<file path="config.mk">
export PLATFORM = sky130hd
export DESIGN_NAME = imxcs_top
export DESIGN_NICKNAME = d
export VERILOG_FILES = /design/src/verilog/imxcs_pkg.sv /design/src/verilog/imxcs_top.sv
export SDC_FILE = /design/constraint.sdc
export NUM_CORES = 1
export LEC_CHECK = 0
export ABC_AREA = 1
export BUFFER_PORTS_ARGS = -buffer_cell sky130_fd_sc_hd__buf_2
export CORE_ASPECT_RATIO = 0.9
export CORE_UTILIZATION = 50
export DETAILED_ROUTE_END_ITERATION = 8
export PLACE_DENSITY = 0.76
export SLEW_MARGIN = 10
export SYNTH_ARGS = -nofsm -noshare
export SYNTH_HDL_FRONTEND = slang
export SYNTH_SLANG_ARGS = --single-unit
export TNS_END_PERCENT = 5
</file>
<file path="constraint.sdc">
create_clock -name clk_sys -period 1.5 [get_ports clk_sys]
set_input_delay 0.075 -clock clk_sys [delete_from_list [all_inputs] [get_ports clk_sys]]
set_output_delay 0.075 -clock clk_sys [all_outputs]
set_load 0.01 [all_outputs]
</file>
<file path="src/verilog/imxcs_pkg.sv">
// package for the bonding control/status register bank
// assumes a 32-bit axi4-lite bus; offsets are register indices, byte address = 4 x index
package imxcs_pkg;
	localparam logic [7:0] IDX_QPTR_CLEAR = 8'h12;
	localparam logic [7:0] IDX_CONFIG = 8'h16;
	localparam logic [7:0] IDX_COMMAND = 8'h17;
	localparam logic [7:0] IDX_SYNC_STATUS = 8'h18;
	localparam logic [7:0] IDX_SYNC_IRQ_EN = 8'h19;
	localparam logic [7:0] IDX_SYNC_LATCHED = 8'h1a;
	localparam logic [7:0] IDX_SKEW = 8'h1b;
	localparam logic [7:0] IDX_SKEW_IRQ_EN = 8'h1c;
	localparam logic [7:0] IDX_SKEW_LATCHED = 8'h1d;
	localparam logic [7:0] IDX_FRAME_IRQ_EN = 8'h1e;
	localparam logic [7:0] IDX_FRAME_LATCHED = 8'h1f;
	localparam int BIT_READ_PTR_CLEAR = 1;
	localparam int BIT_WRITE_PTR_CLEAR = 0;
	localparam int BIT_LINE_STANDARD = 6;
	localparam int BIT_RECEIVE_EN = 5;
	localparam int BIT_SEND_EN = 4;
	localparam int BIT_FAR_SYNC_LO = 4;
	localparam logic [7:0] RST_CONFIG = 8'h00;
	localparam logic [7:0] RST_COMMAND = 8'hff;
	localparam logic [7:0] RST_ZERO = 8'h00;
	localparam logic [7:0] CMD_NOP = 8'hff;
	localparam logic [7:0] CMD_LINK_START = 8'h82;
	localparam int SKEW_FULL_SCALE_US = 64000;
	localparam int SKEW_LIMIT_US = 7750;
	// 8-bit code covers 64 ms; limit in code steps, rounded down
	localparam logic [7:0] SKEW_LIMIT_CODE = 8'((SKEW_LIMIT_US * 256) / SKEW_FULL_SCALE_US);
	localparam logic [1:0] RESP_OKAY = 2'b00;
	localparam logic [1:0] RESP_SLVERR = 2'b10;
	typedef struct packed {
		logic line_standard_e1;
		logic receive_path_enable;
		logic send_path_enable;
		logic [3:0] member_links;
	} imxcs_ctrl_t;
	typedef struct packed {
		logic [3:0] far_end_sync;
		logic [3:0] local_sync;
		logic [3:0] far_frame_loss;
		logic [3:0] local_frame_loss;
		logic [7:0] measured_skew;
	} imxcs_status_t;
endpackage

</file>
<file path="src/verilog/imxcs_top.sv">
// register bank for the four-link inverse multiplexer: config, command, sync,
// skew and frame-loss status with latched bits and an interrupt request.
// assumes an axi4-lite master on clk_sys and status levels synchronous to clk_sys.
// Functional notes
// - writing bit1 clears transmit queue read pointer
// - writing bit0 clears transmit queue write pointer
// - config bit6 selects t1 or e1
// - config bit5 gates received data to processor
// - config bit4 gates serial transmit data
// - config bits3..0 select member links four..one
// - command resets to ff; 82h starts link
// - link start makes far end seek sequence
// - other command codes are ignored
// - status bits7..4 show far end sync
// - status bits3..0 show local sync
// - each sync bit has a latched copy
// - sync enable bits gate latched sync bits
// - skew reported as 8 bits, 64 ms span
// - skew over 7.75 ms latches error bit
// - skew enable bit0 gates latched error bit
// - frame enables gate far/local frame-loss bits
// - frame-loss latched bits set on out-of-frame
`timescale 1ns/1ps
`default_nettype none
module imxcs_top #(
	parameter int LINK_COUNT = 4 // member links served by the bank
) (
	input wire logic clk_sys, // 25 mhz system clock
	input wire logic rst_b, // async reset, active low
	input wire logic [7:0] s_axi_awaddr, // write address
	input wire logic s_axi_awvalid, // write address valid
	output logic s_axi_awready, // write address ready
	input wire logic [31:0] s_axi_wdata, // write data
	input wire logic [3:0] s_axi_wstrb, // write byte strobes
	input wire logic s_axi_wvalid, // write data valid
	output logic s_axi_wready, // write data ready
	output logic [1:0] s_axi_bresp, // write response
	output logic s_axi_bvalid, // write response valid
	input wire logic s_axi_bready, // write response ready
	input wire logic [7:0] s_axi_araddr, // read address
	input wire logic s_axi_arvalid, // read address valid
	output logic s_axi_arready, // read address ready
	output logic [31:0] s_axi_rdata, // read data
	output logic [1:0] s_axi_rresp, // read response
	output logic s_axi_rvalid, // read data valid
	input wire logic s_axi_rready, // read data ready
	input wire imxcs_pkg::imxcs_status_t status_in, // live link status levels
	output imxcs_pkg::imxcs_ctrl_t ctrl_out, // mode, path and link selects
	output logic link_start_pulse, // one-cycle link start toward far end
	output logic txq_read_ptr_clear, // transmit queue read pointer clear
	output logic txq_write_ptr_clear, // transmit queue write pointer clear
	output logic irq // interrupt request, active high level
);
	import imxcs_pkg::*;

	// the control struct carries three mode bits plus one select per link
	if ($bits(imxcs_ctrl_t) != LINK_COUNT + 3) begin : g_link_check
		$error("link count does not fit the control struct");
	end

	logic [7:0] config_reg, command_reg, qptr_reg;
	logic [7:0] sync_status_reg, sync_irq_en_reg, sync_latched_reg;
	logic [7:0] skew_reg, skew_irq_en_reg, frame_irq_en_reg, frame_latched_reg;
	logic skew_latched_reg;
	logic [7:0] sync_latched_next, frame_latched_next, command_next;
	logic skew_latched_next;
	logic aw_held_reg, w_held_reg;
	logic [7:0] aw_addr_reg;
	logic [7:0] w_data_reg;
	logic w_lane0_reg;

	// write channel: address and data taken independently, response after both
	wire aw_take = s_axi_awvalid && s_axi_awready;
	wire w_take = s_axi_wvalid && s_axi_wready;
	wire wr_fire = aw_held_reg && w_held_reg && !s_axi_bvalid;
	wire [7:0] wr_idx = {2'b00, aw_addr_reg[7:2]};
	wire wr_lane = w_lane0_reg;
	wire wr_cfg = wr_fire && wr_lane && wr_idx == IDX_CONFIG;
	wire wr_cmd = wr_fire && wr_lane && wr_idx == IDX_COMMAND;
	wire wr_qptr = wr_fire && wr_lane && wr_idx == IDX_QPTR_CLEAR;
	wire wr_sie = wr_fire && wr_lane && wr_idx == IDX_SYNC_IRQ_EN;
	wire wr_sle = wr_fire && wr_lane && wr_idx == IDX_SYNC_LATCHED;
	wire wr_kie = wr_fire && wr_lane && wr_idx == IDX_SKEW_IRQ_EN;
	wire wr_kle = wr_fire && wr_lane && wr_idx == IDX_SKEW_LATCHED;
	wire wr_fie = wr_fire && wr_lane && wr_idx == IDX_FRAME_IRQ_EN;
	wire wr_fle = wr_fire && wr_lane && wr_idx == IDX_FRAME_LATCHED;
	wire wr_mapped = wr_idx == IDX_CONFIG || wr_idx == IDX_COMMAND || wr_idx == IDX_QPTR_CLEAR
		|| (wr_idx >= IDX_SYNC_STATUS && wr_idx <= IDX_FRAME_LATCHED);

	// live status events
	wire [7:0] sync_now = {status_in.far_end_sync, status_in.local_sync};
	wire [7:0] frame_now = {status_in.far_frame_loss, status_in.local_frame_loss};
	wire skew_err_now = status_in.measured_skew > SKEW_LIMIT_CODE;

	// latched bits: write one to clear, a new event wins over the clear
	always_comb begin
		sync_latched_next = (sync_latched_reg & ~({8{wr_sle}} & w_data_reg)) | sync_now;
		frame_latched_next = (frame_latched_reg & ~({8{wr_fle}} & w_data_reg)) | frame_now;
		skew_latched_next = (skew_latched_reg & ~(wr_kle & w_data_reg[0])) | skew_err_now;
	end

	// only the two documented codes are kept; anything else leaves the register alone
	wire cmd_valid = w_data_reg == CMD_NOP || w_data_reg == CMD_LINK_START;
	assign command_next = (wr_cmd && cmd_valid) ? w_data_reg : command_reg;

	wire irq_next = |(sync_latched_reg & sync_irq_en_reg)
		|| (skew_latched_reg && skew_irq_en_reg[0])
		|| |(frame_latched_reg & frame_irq_en_reg);

	always_ff @(posedge clk_sys or negedge rst_b) begin
		if (!rst_b) begin
			s_axi_awready <= 1'b1;
			s_axi_wready <= 1'b1;
			aw_held_reg <= 1'b0;
			w_held_reg <= 1'b0;
			aw_addr_reg <= 8'h00;
			w_data_reg <= 8'h00;
			w_lane0_reg <= 1'b0;
			s_axi_bvalid <= 1'b0;
			s_axi_bresp <= RESP_OKAY;
		end else begin
			if (aw_take) begin
				aw_addr_reg <= s_axi_awaddr;
				aw_held_reg <= 1'b1;
				s_axi_awready <= 1'b0;
			end
			if (w_take) begin
				w_data_reg <= s_axi_wdata[7:0];
				w_lane0_reg <= s_axi_wstrb[0];
				w_held_reg <= 1'b1;
				s_axi_wready <= 1'b0;
			end
			if (wr_fire) begin
				s_axi_bvalid <= 1'b1;
				s_axi_bresp <= wr_mapped ? RESP_OKAY : RESP_SLVERR;
			end
			if (s_axi_bvalid && s_axi_bready) begin
				s_axi_bvalid <= 1'b0;
				aw_held_reg <= 1'b0;
				w_held_reg <= 1'b0;
				s_axi_awready <= 1'b1;
				s_axi_wready <= 1'b1;
			end
		end
	end

	always_ff @(posedge clk_sys or negedge rst_b) begin
		if (!rst_b) begin
			config_reg <= RST_CONFIG;
			command_reg <= RST_COMMAND;
			qptr_reg <= RST_ZERO;
			sync_irq_en_reg <= RST_ZERO;
			skew_irq_en_reg <= RST_ZERO;
			frame_irq_en_reg <= RST_ZERO;
		end else begin
			if (wr_cfg)
				config_reg <= {1'b0, w_data_reg[6:0]};
			command_reg <= command_next;
			if (wr_qptr)
				qptr_reg <= {6'b0, w_data_reg[1:0]};
			if (wr_sie)
				sync_irq_en_reg <= w_data_reg;
			if (wr_kie)
				skew_irq_en_reg <= {7'b0, w_data_reg[0]};
			if (wr_fie)
				frame_irq_en_reg <= w_data_reg;
		end
	end

	always_ff @(posedge clk_sys or negedge rst_b) begin
		if (!rst_b) begin
			sync_status_reg <= RST_ZERO;
			sync_latched_reg <= RST_ZERO;
			frame_latched_reg <= RST_ZERO;
			skew_latched_reg <= 1'b0;
			skew_reg <= RST_ZERO;
			irq <= 1'b0;
		end else begin
			sync_status_reg <= sync_now;
			sync_latched_reg <= sync_latched_next;
			frame_latched_reg <= frame_latched_next;
			skew_latched_reg <= skew_latched_next;
			skew_reg <= status_in.measured_skew;
			irq <= irq_next;
		end
	end

	// control outputs, each from its own flop
	always_ff @(posedge clk_sys or negedge rst_b) begin
		if (!rst_b) begin
			ctrl_out <= '0;
			link_start_pulse <= 1'b0;
			txq_read_ptr_clear <= 1'b0;
			txq_write_ptr_clear <= 1'b0;
		end else begin
			ctrl_out.line_standard_e1 <= wr_cfg ? w_data_reg[BIT_LINE_STANDARD]
				: config_reg[BIT_LINE_STANDARD];
			ctrl_out.receive_path_enable <= wr_cfg ? w_data_reg[BIT_RECEIVE_EN]
				: config_reg[BIT_RECEIVE_EN];
			ctrl_out.send_path_enable <= wr_cfg ? w_data_reg[BIT_SEND_EN]
				: config_reg[BIT_SEND_EN];
			ctrl_out.member_links <= wr_cfg ? w_data_reg[3:0] : config_reg[3:0];
			// pulse per accepted write so a repeated start is seen again
			link_start_pulse <= wr_cmd && w_data_reg == CMD_LINK_START;
			txq_read_ptr_clear <= wr_qptr ? w_data_reg[BIT_READ_PTR_CLEAR]
				: qptr_reg[BIT_READ_PTR_CLEAR];
			txq_write_ptr_clear <= wr_qptr ? w_data_reg[BIT_WRITE_PTR_CLEAR]
				: qptr_reg[BIT_WRITE_PTR_CLEAR];
		end
	end

	// read channel: one outstanding read, answer one cycle after the address
	wire [7:0] rd_idx = {2'b00, s_axi_araddr[7:2]};
	logic [7:0] rd_byte;
	logic rd_ok;
	always_comb begin
		rd_ok = 1'b1;
		case (rd_idx)
			IDX_QPTR_CLEAR: rd_byte = qptr_reg;
			IDX_CONFIG: rd_byte = config_reg;
			IDX_COMMAND: rd_byte = command_reg;
			IDX_SYNC_STATUS: rd_byte = sync_status_reg;
			IDX_SYNC_IRQ_EN: rd_byte = sync_irq_en_reg;
			IDX_SYNC_LATCHED: rd_byte = sync_latched_reg;
			IDX_SKEW: rd_byte = skew_reg;
			IDX_SKEW_IRQ_EN: rd_byte = skew_irq_en_reg;
			IDX_SKEW_LATCHED: rd_byte = {7'b0, skew_latched_reg};
			IDX_FRAME_IRQ_EN: rd_byte = frame_irq_en_reg;
			IDX_FRAME_LATCHED: rd_byte = frame_latched_reg;
			default: begin
				rd_byte = 8'h00;
				rd_ok = 1'b0;
			end
		endcase
	end

	always_ff @(posedge clk_sys or negedge rst_b) begin
		if (!rst_b) begin
			s_axi_arready <= 1'b1;
			s_axi_rvalid <= 1'b0;
			s_axi_rdata <= 32'h0000_0000;
			s_axi_rresp <= RESP_OKAY;
		end else if (s_axi_arvalid && s_axi_arready) begin
			s_axi_arready <= 1'b0;
			s_axi_rvalid <= 1'b1;
			s_axi_rdata <= {24'h00_0000, rd_byte};
			s_axi_rresp <= rd_ok ? RESP_OKAY : RESP_SLVERR;
		end else if (s_axi_rvalid && s_axi_rready) begin
			s_axi_rvalid <= 1'b0;
			s_axi_arready <= 1'b1;
		end
	end

	// checks
	property p_cmd_reset;
		@(posedge clk_sys) $rose(rst_b) |-> command_reg == CMD_NOP;
	endproperty
	a_cmd_reset: assert property (p_cmd_reset) else $error("command not ff after reset");

	property p_cmd_ignore;
		@(posedge clk_sys) disable iff (!rst_b) wr_cmd && !cmd_valid |=> $stable(command_reg);
	endproperty
	a_cmd_ignore: assert property (p_cmd_ignore) else $error("bad command code stored");

	property p_start_pulse;
		@(posedge clk_sys) disable iff (!rst_b)
			wr_cmd && w_data_reg == CMD_LINK_START |=> link_start_pulse ##1 !link_start_pulse;
	endproperty
	a_start_pulse: assert property (p_start_pulse) else $error("link start pulse wrong");

	property p_sync_hold;
		@(posedge clk_sys) disable iff (!rst_b)
			sync_latched_reg[0] && !(wr_sle && w_data_reg[0]) |=> sync_latched_reg[0];
	endproperty
	a_sync_hold: assert property (p_sync_hold) else $error("sync latch dropped");

	property p_frame_set;
		@(posedge clk_sys) disable iff (!rst_b) frame_now[7] |=> frame_latched_reg[7];
	endproperty
	a_frame_set: assert property (p_frame_set) else $error("frame loss not latched");

	property p_skew_err;
		@(posedge clk_sys) disable iff (!rst_b)
			status_in.measured_skew > SKEW_LIMIT_CODE |=> skew_latched_reg;
	endproperty
	a_skew_err: assert property (p_skew_err) else $error("skew error not latched");

	property p_irq_sync;
		@(posedge clk_sys) disable iff (!rst_b)
			(sync_latched_reg[4] && sync_irq_en_reg[4]) |=> irq;
	endproperty
	a_irq_sync: assert property (p_irq_sync) else $error("sync irq missing");

	property p_irq_quiet;
		@(posedge clk_sys) disable iff (!rst_b)
			!(|(sync_latched_reg & sync_irq_en_reg)) && !(skew_latched_reg && skew_irq_en_reg[0])
				&& !(|(frame_latched_reg & frame_irq_en_reg)) |=> !irq;
	endproperty
	a_irq_quiet: assert property (p_irq_quiet) else $error("irq without cause");

	property p_send_follow;
		@(posedge clk_sys) disable iff (!rst_b)
			wr_cfg |=> ctrl_out.send_path_enable == $past(w_data_reg[BIT_SEND_EN])
				&& ctrl_out.member_links == $past(w_data_reg[3:0]);
	endproperty
	a_send_follow: assert property (p_send_follow) else $error("config not applied");

	property p_rptr;
		@(posedge clk_sys) disable iff (!rst_b)
			wr_qptr && w_data_reg[1] |=> txq_read_ptr_clear [*2];
	endproperty
	a_rptr: assert property (p_rptr) else $error("read pointer clear not held");

	property p_wptr;
		@(posedge clk_sys) disable iff (!rst_b)
			wr_qptr && w_data_reg[0] |=> txq_write_ptr_clear [*2];
	endproperty
	a_wptr: assert property (p_wptr) else $error("write pointer clear not held");

	property p_line_std;
		@(posedge clk_sys) disable iff (!rst_b)
			wr_cfg |=> ctrl_out.line_standard_e1 == $past(w_data_reg[BIT_LINE_STANDARD]);
	endproperty
	a_line_std: assert property (p_line_std) else $error("line standard not applied");

	property p_receive_follow;
		@(posedge clk_sys) disable iff (!rst_b)
			wr_cfg |=> ctrl_out.receive_path_enable == $past(w_data_reg[BIT_RECEIVE_EN]);
	endproperty
	a_receive_follow: assert property (p_receive_follow) else $error("receive gate wrong");

	// exactly at the limit is still no error
	property p_skew_quiet;
		@(posedge clk_sys) disable iff (!rst_b)
			!skew_latched_reg && status_in.measured_skew <= SKEW_LIMIT_CODE |=> !skew_latched_reg;
	endproperty
	a_skew_quiet: assert property (p_skew_quiet) else $error("false skew error");

	property p_skew_irq;
		@(posedge clk_sys) disable iff (!rst_b)
			skew_latched_reg && skew_irq_en_reg[0] |=> irq;
	endproperty
	a_skew_irq: assert property (p_skew_irq) else $error("skew irq missing");

	property p_cmd_nop;
		@(posedge clk_sys) disable iff (!rst_b)
			wr_cmd && w_data_reg == CMD_NOP |=> command_reg == CMD_NOP && !link_start_pulse;
	endproperty
	a_cmd_nop: assert property (p_cmd_nop) else $error("nop code acted on");

	property p_regs_reset;
		@(posedge clk_sys) $rose(rst_b) |-> config_reg == RST_CONFIG && ctrl_out == '0 && !irq
			&& sync_latched_reg == RST_ZERO && frame_latched_reg == RST_ZERO;
	endproperty
	a_regs_reset: assert property (p_regs_reset) else $error("register not at default");

	// per link: local half of each status byte low, far half high
	for (genvar i = 0; i < LINK_COUNT; i++) begin : g_link_chk
		property p_lsync;
			@(posedge clk_sys) disable iff (!rst_b)
				status_in.local_sync[i] |=> sync_status_reg[i] && sync_latched_reg[i];
		endproperty
		a_lsync: assert property (p_lsync) else $error("local sync not shown");
		property p_fsync;
			@(posedge clk_sys) disable iff (!rst_b)
				status_in.far_end_sync[i]
					|=> sync_status_reg[i + LINK_COUNT] && sync_latched_reg[i + LINK_COUNT];
		endproperty
		a_fsync: assert property (p_fsync) else $error("far sync not shown");
		property p_lframe;
			@(posedge clk_sys) disable iff (!rst_b)
				status_in.local_frame_loss[i] |=> frame_latched_reg[i];
		endproperty
		a_lframe: assert property (p_lframe) else $error("local frame loss not latched");
		property p_fr_irq;
			@(posedge clk_sys) disable iff (!rst_b)
				(frame_latched_reg[i] && frame_irq_en_reg[i])
					|| (frame_latched_reg[i + LINK_COUNT] && frame_irq_en_reg[i + LINK_COUNT]) |=> irq;
		endproperty
		a_fr_irq: assert property (p_fr_irq) else $error("frame irq missing");
	end
endmodule
`default_nettype wire

</file>
---- Word-level counts from Yosys, hierarchy flattened ----
Index checks and enable logic that the tools add are counted.
operators by class
  bitwise gates (word level) .............. 14
  magnitude comparators ................... 3
  equal/unequal tests ..................... 22
  reduce and logical (&&, ||, !) cells .... 35
  muxes and demuxes ....................... 24
operators with widths
  operator              count
  $eq A6 B5 Y1 const B  20
  $pmux W8 S11          1
  $and A8 B8 Y8         6
  $logic_and A1 B1 Y1   21
  $mux W1               20
  $eq A8 B8 Y1 const B  2
  $not A8 Y8            2
  $or A8 B8 Y8          2
  $reduce_or A8 Y1      2
  $reduce_or A11 Y1     1
  $gt A8 B5 Y1 const B  1
  $reduce_bool A2 Y1    4
  $ge A6 B5 Y1 const B  1
  $le A6 B5 Y1 const B  1
  $logic_or A1 B1 Y1    6
  $mux W2               2
  $mux W4               1
  $and A1 B1 Y1         2
  $logic_not A1 Y1      1
  $not A1 Y1            1
  $or A1 B1 Y1          1
storage, ports and cells
  bits of input ports ..................... 83
  word-level logic and storage cells ...... 130
  output and inout port bits .............. 52
  register bits ........................... 114

---- Longest topological paths before layout ----
  word-level depth ........................ 8
  gate-level depth with buffers ........... 10
  depth with buffers taken out ............ 10

---- Worst setup path before layout ----
Ideal clock, no wire load.
  kind .................................... reg2reg
  from .................................... register aw_addr_reg[7]
  to ...................................... register sync_irq_en_reg[4]
  path slack .............................. 122 ps
  data arrival time ....................... 1259 ps
  buffers on the path ..................... 1
  cell stages (with the launch flop) ...... 8
  clock period less this slack ............ 1378 ps
  data required time ...................... 1380 ps
  library setup time ...................... 120 ps
  cells stage by stage .................... dfrtp_1 > nor2_4 > inv_1 > nor2_1 > nand4_2 > buf_4 > nand2_1 > o21ai_2
between the ends
  word-level cells in the longest chain between the ends .. 2
RTL lines
  item                    RTL line          text
  start, declared         imxcs_top.sv:68   logic [7:0] aw_addr_reg;
  start signal, assigned  imxcs_top.sv:123  aw_addr_reg <= s_axi_awaddr;
  $eq A6 B5 Y1            imxcs_top.sv:81   wire wr_sie = wr_fire && wr_lane && wr_idx == IDX_SYNC_IRQ_EN;
  $logic_and A1 B1 Y1     imxcs_top.sv:81
  end signal, assigned    imxcs_top.sv:162  sync_irq_en_reg <= w_data_reg;
  end, declared           imxcs_top.sv:62   logic [7:0] sync_status_reg, sync_irq_en_reg, sync_latched_reg;
No other way between the ends.
A chain may end at the register's enable or synchronous reset.

---- Final worst setup path ----
  from .................................... register aw_addr_reg[2]
  to ...................................... register ctrl_out[2] in the netlist's numbering
between the ends
  word-level cells in the longest chain between the ends .. 3
RTL lines
  item                 RTL line          text
  $eq A6 B5 Y1         imxcs_top.sv:78   wire wr_cfg = wr_fire && wr_lane && wr_idx == IDX_CONFIG;
  $logic_and A1 B1 Y1  imxcs_top.sv:78
  $mux W4              imxcs_top.sv:202  ctrl_out.member_links <= wr_cfg ? w_data_reg[3:0] : config_reg[3:0];
  end, declared        imxcs_top.sv:48   output imxcs_pkg::imxcs_ctrl_t ctrl_out,
No other way between the ends.

==> results.cfg <==
[routing]
detailroute.via_count = 4278
drcViolationCount = 0
dr.first_iter.drc_count = 242
total_iterations_of_the_first_detailed_routing_run = 5
route.antenna.remaining_nets = 0
drt_wl_total_um = 12000
route.detailed.wl_per_inst_um = 13.9
via_per_inst = 4.95

[synth]
synth.distinct_cells = 30
synth_edf_count = 0
synth.cell_area_mm2 = 0.00503
netlist.area_leader.share_pct = 49.3
synth_ff_type = sky130_fd_sc_hd__dfrtp_1
synth_async_reset_ratio_pct = 100
post_synth_most_frequent_cells = 214 x sky130_fd_sc_hd__nand2_1, 99 x sky130_fd_sc_hd__dfrtp_1, 57 x sky130_fd_sc_hd__o21ai_0
yosys_register_bits = 110
ys_top_cells_by_area = sky130_fd_sc_hd__dfrtp_1 49%, sky130_fd_sc_hd__nand2_1 16%, sky130_fd_sc_hd__dfstp_2 5.7%
synth.largest_area_cell = sky130_fd_sc_hd__dfrtp_1
post_synth_inst_count = 592
yosysSeqAreaShare_pct = 55.0
synth.avg_cell_area_um2 = 8.50
ys_warn_count = 0
synth_most_common_cell = sky130_fd_sc_hd__nand2_1

[critical_path]
regToRegStartpoint = aw_addr_reg[2]
critPathArrivalTime_ns = 1.75
timing.critical_path.to_type = register
worstPathMaxFanout = 14
cp-start-kind = register
setup.worst_path.class = reg -> reg
crit_path_cell_chain = inv_1, nand2_1, nor3_1, nand3_1, buf_4, o21ai_0
critical_path.max_stage_delay_ns = 0.42
reg2reg_depth = 6
rrSetupSlack_ns = 0.03
required_ns = 1.77
cpMaxStageDelayCell = sky130_fd_sc_hd__dfrtp_1
rr_endpoint = ctrl_out[2]

[place]
gpl.final_weighted_congestion = 0.920
numPortBuffers = 77
place_hpwl_um = 8440
placedInstanceArea_mm2 = 0.00558

[floorplan]
placementRows = 34
die-height_um = 97.2
floorplan.die_area_mm2 = 0.0105
floorplan.initialDensity_pct = 51.6
boundaryPins = 135
die_x_um = 108
core_mm2 = 0.00974

[timing]
period_minus_slack_ns = 1.47
final_max_slew_viol_count = 0
period_share_pct = 98.2
final-hold-violation-count = 0
max_clock_freq_ghz = 0.679
setup_total_negative_slack_ns = 0
setup-violations-final = 0
worst_pin_slew_ns = 0.564
timing.max_slew.rel_slack_pct = 62.4
clock_skew_ns = 0.0157
setup_repair_after_global_routing_missed_its_margin = yes

[cts]
ctsRootBufferMaster = sky130_fd_sc_hd__clkbuf_8
path_clk_slew_ns = 0.11
ctsLongestPathBuffers = 2
tritoncts_clock_tree = yes
clock_sink_count = 110
cts.repair_timing.setup_buffer_count = 0
cts.htree.levels = 3
cts_made_buffers = 9
insertion_delay_ns = 0.38

[grt]
track_usage_pct = 25.2
gr-total-overflow = 0
grt_first_pass_wirelength_um = 20000
antenna_found_initial = 0
grt_start_max_net_pins = 111
first_global_vias = 4133

[hold_path]
worst_hold_path.num_cells = 4
worst_hold_path_type = in -> reg
worstHoldEndpoint = s_axi_rdata[7]
min_from = s_axi_arvalid

[power]
switching_share_pct = 34.4
comb_power_share_pct = 25.2
power_uw = 7580
p_leak_uw = 0.00325
powerDensity_mw_per_mm2 = 1210
clock_power_share_pct = 24.3
ir_worst_vdd_uv = 943
switching_power_uw = 2610
power.sequential.fraction_pct = 50.5
power.internal_uw = 4970

[final_layout]
layout.cell_area.non_filler_mm2 = 0.00626
finalNetCount = 816
n_antenna_cell = 0
post_route_cells_drive_above_1_share_pct = 21.5
area.growth.synth_to_final_pct = 24.6

[status]
status = completed

[flow_run]
cap_viol_max_count = 0
==> worst max-delay path by stage <==
stage | start | depth (start not counted) | slack [ns] | end
2_1_floorplan | aw_addr_reg[7] | 7 | 0.12 | sync_irq_en_reg[4]
6_report | aw_addr_reg[2] | 6 | 0.03 | ctrl_out[2]
4_1_cts | s_axi_bvalid | 8 | 0.03 | command_reg[5]
3_5_place_dp | s_axi_bvalid | 8 | -0.001 | command_reg[5]
5_1_grt | aw_addr_reg[2] | 6 | -0.12 | ctrl_out[2]
3_3_place_gp | s_axi_bvalid | 8 | 0.07 | command_reg[3]
==> cells by family (layout without fill, tap and decap cells) <==
| logic type | Yosys count | count (layout) | synth area share [%] |
|---|---|---|---|
| compound gates | 74 | 74 | 8.13 |
| simple gates | 313 | 313 | 27.7 |
| flops | 110 | 110 | 55.0 |
| buf+inv | 94 | 215 | 9.05 |
| other cells | 1 | 26 | 0.0746 |
==> area by class of cell <==
cell class                 count  area, um2
tap                          126        158
clock inverter                 6       76.3
inverter                      61        229
fill                         843       3480
sequential                   110       2770
timing repair buffer         138        993
clock buffer                  10        128
multi-input combinational    413       1910
==> metrics by stage <==
step	hold WS [ns]	worst slack [ns]	util, %	instances
floorplan	-0.221	0.122	-	617
CTS	0.0985	0.0296	64.1	864
detailed placement	0.187	-0.00139	57.3	802
global route	0.131	-0.120	64.3	864
finish	0.0992	0.0272	64.3	864
global placement	0.184	0.0661	57.3	802
==> critical path: cells and delay by family, from the launching register on <==
kind,cells,cell delay (ns)
flops,1,0.42
simple gates,3,0.36
buf+inv,2,0.33
compound gates,1,0.27
==> cell usage in the layout, fill, tap and decap left out, types with 4 or more instances in the layout <==
cell type / instances
sky130_fd_sc_hd__nor2_4: 8
sky130_fd_sc_hd__nand2_2: 5
sky130_fd_sc_hd__o21ai_0: 52
sky130_fd_sc_hd__dlygate4sd3_1: 46
sky130_fd_sc_hd__buf_2: 76
sky130_fd_sc_hd__nand3_1: 24
sky130_fd_sc_hd__nor3_1: 5
sky130_fd_sc_hd__nor2_2: 7
sky130_fd_sc_hd__nor2_1: 32
sky130_fd_sc_hd__o21ai_2: 8
sky130_fd_sc_hd__dfstp_2: 11
sky130_fd_sc_hd__buf_4: 12
sky130_fd_sc_hd__a21oi_1: 4
sky130_fd_sc_hd__dfrtp_1: 99
sky130_fd_sc_hd__inv_2: 5
sky130_fd_sc_hd__clkbuf_8: 9
sky130_fd_sc_hd__nand4_1: 9
sky130_fd_sc_hd__inv_1: 55
sky130_fd_sc_hd__o21ai_1: 7
sky130_fd_sc_hd__nand2_1: 213
sky130_fd_sc_hd__conb_1: 26
==> layer usage <==
layer | up-vias | routed length [um] | track usage, %
met2 | 154 | 5590 | 39.1
li1 | 2088 | - | -
met1 | 2023 | 5610 | 36.4
met3 | 13 | 665 | 4.63
met4 | 0 | 155 | 6.64
met5 | - | 0 | 0
==> power groups by stage <==
stage | clock (uW) | combinational, uW | sequential [uW]
3_3_place_gp | 0 | 1710 | 3840
4_1_cts | 1880 | 1890 | 3810
3_5_place_dp | 0 | 1770 | 3870
2_1_floorplan | 0 | 1030 | 3880
5_1_grt | 2000 | 2160 | 3880
6_report | 1840 | 1910 | 3830
==> timing repair <==
item                                    in CTS  in global routing
hold buffers                                46                  0
resized for setup                            1                 11
endpoints found under the setup margin       6                 39
endpoints found under the hold margin      151                  0
(Power assumes the default switching activity.)
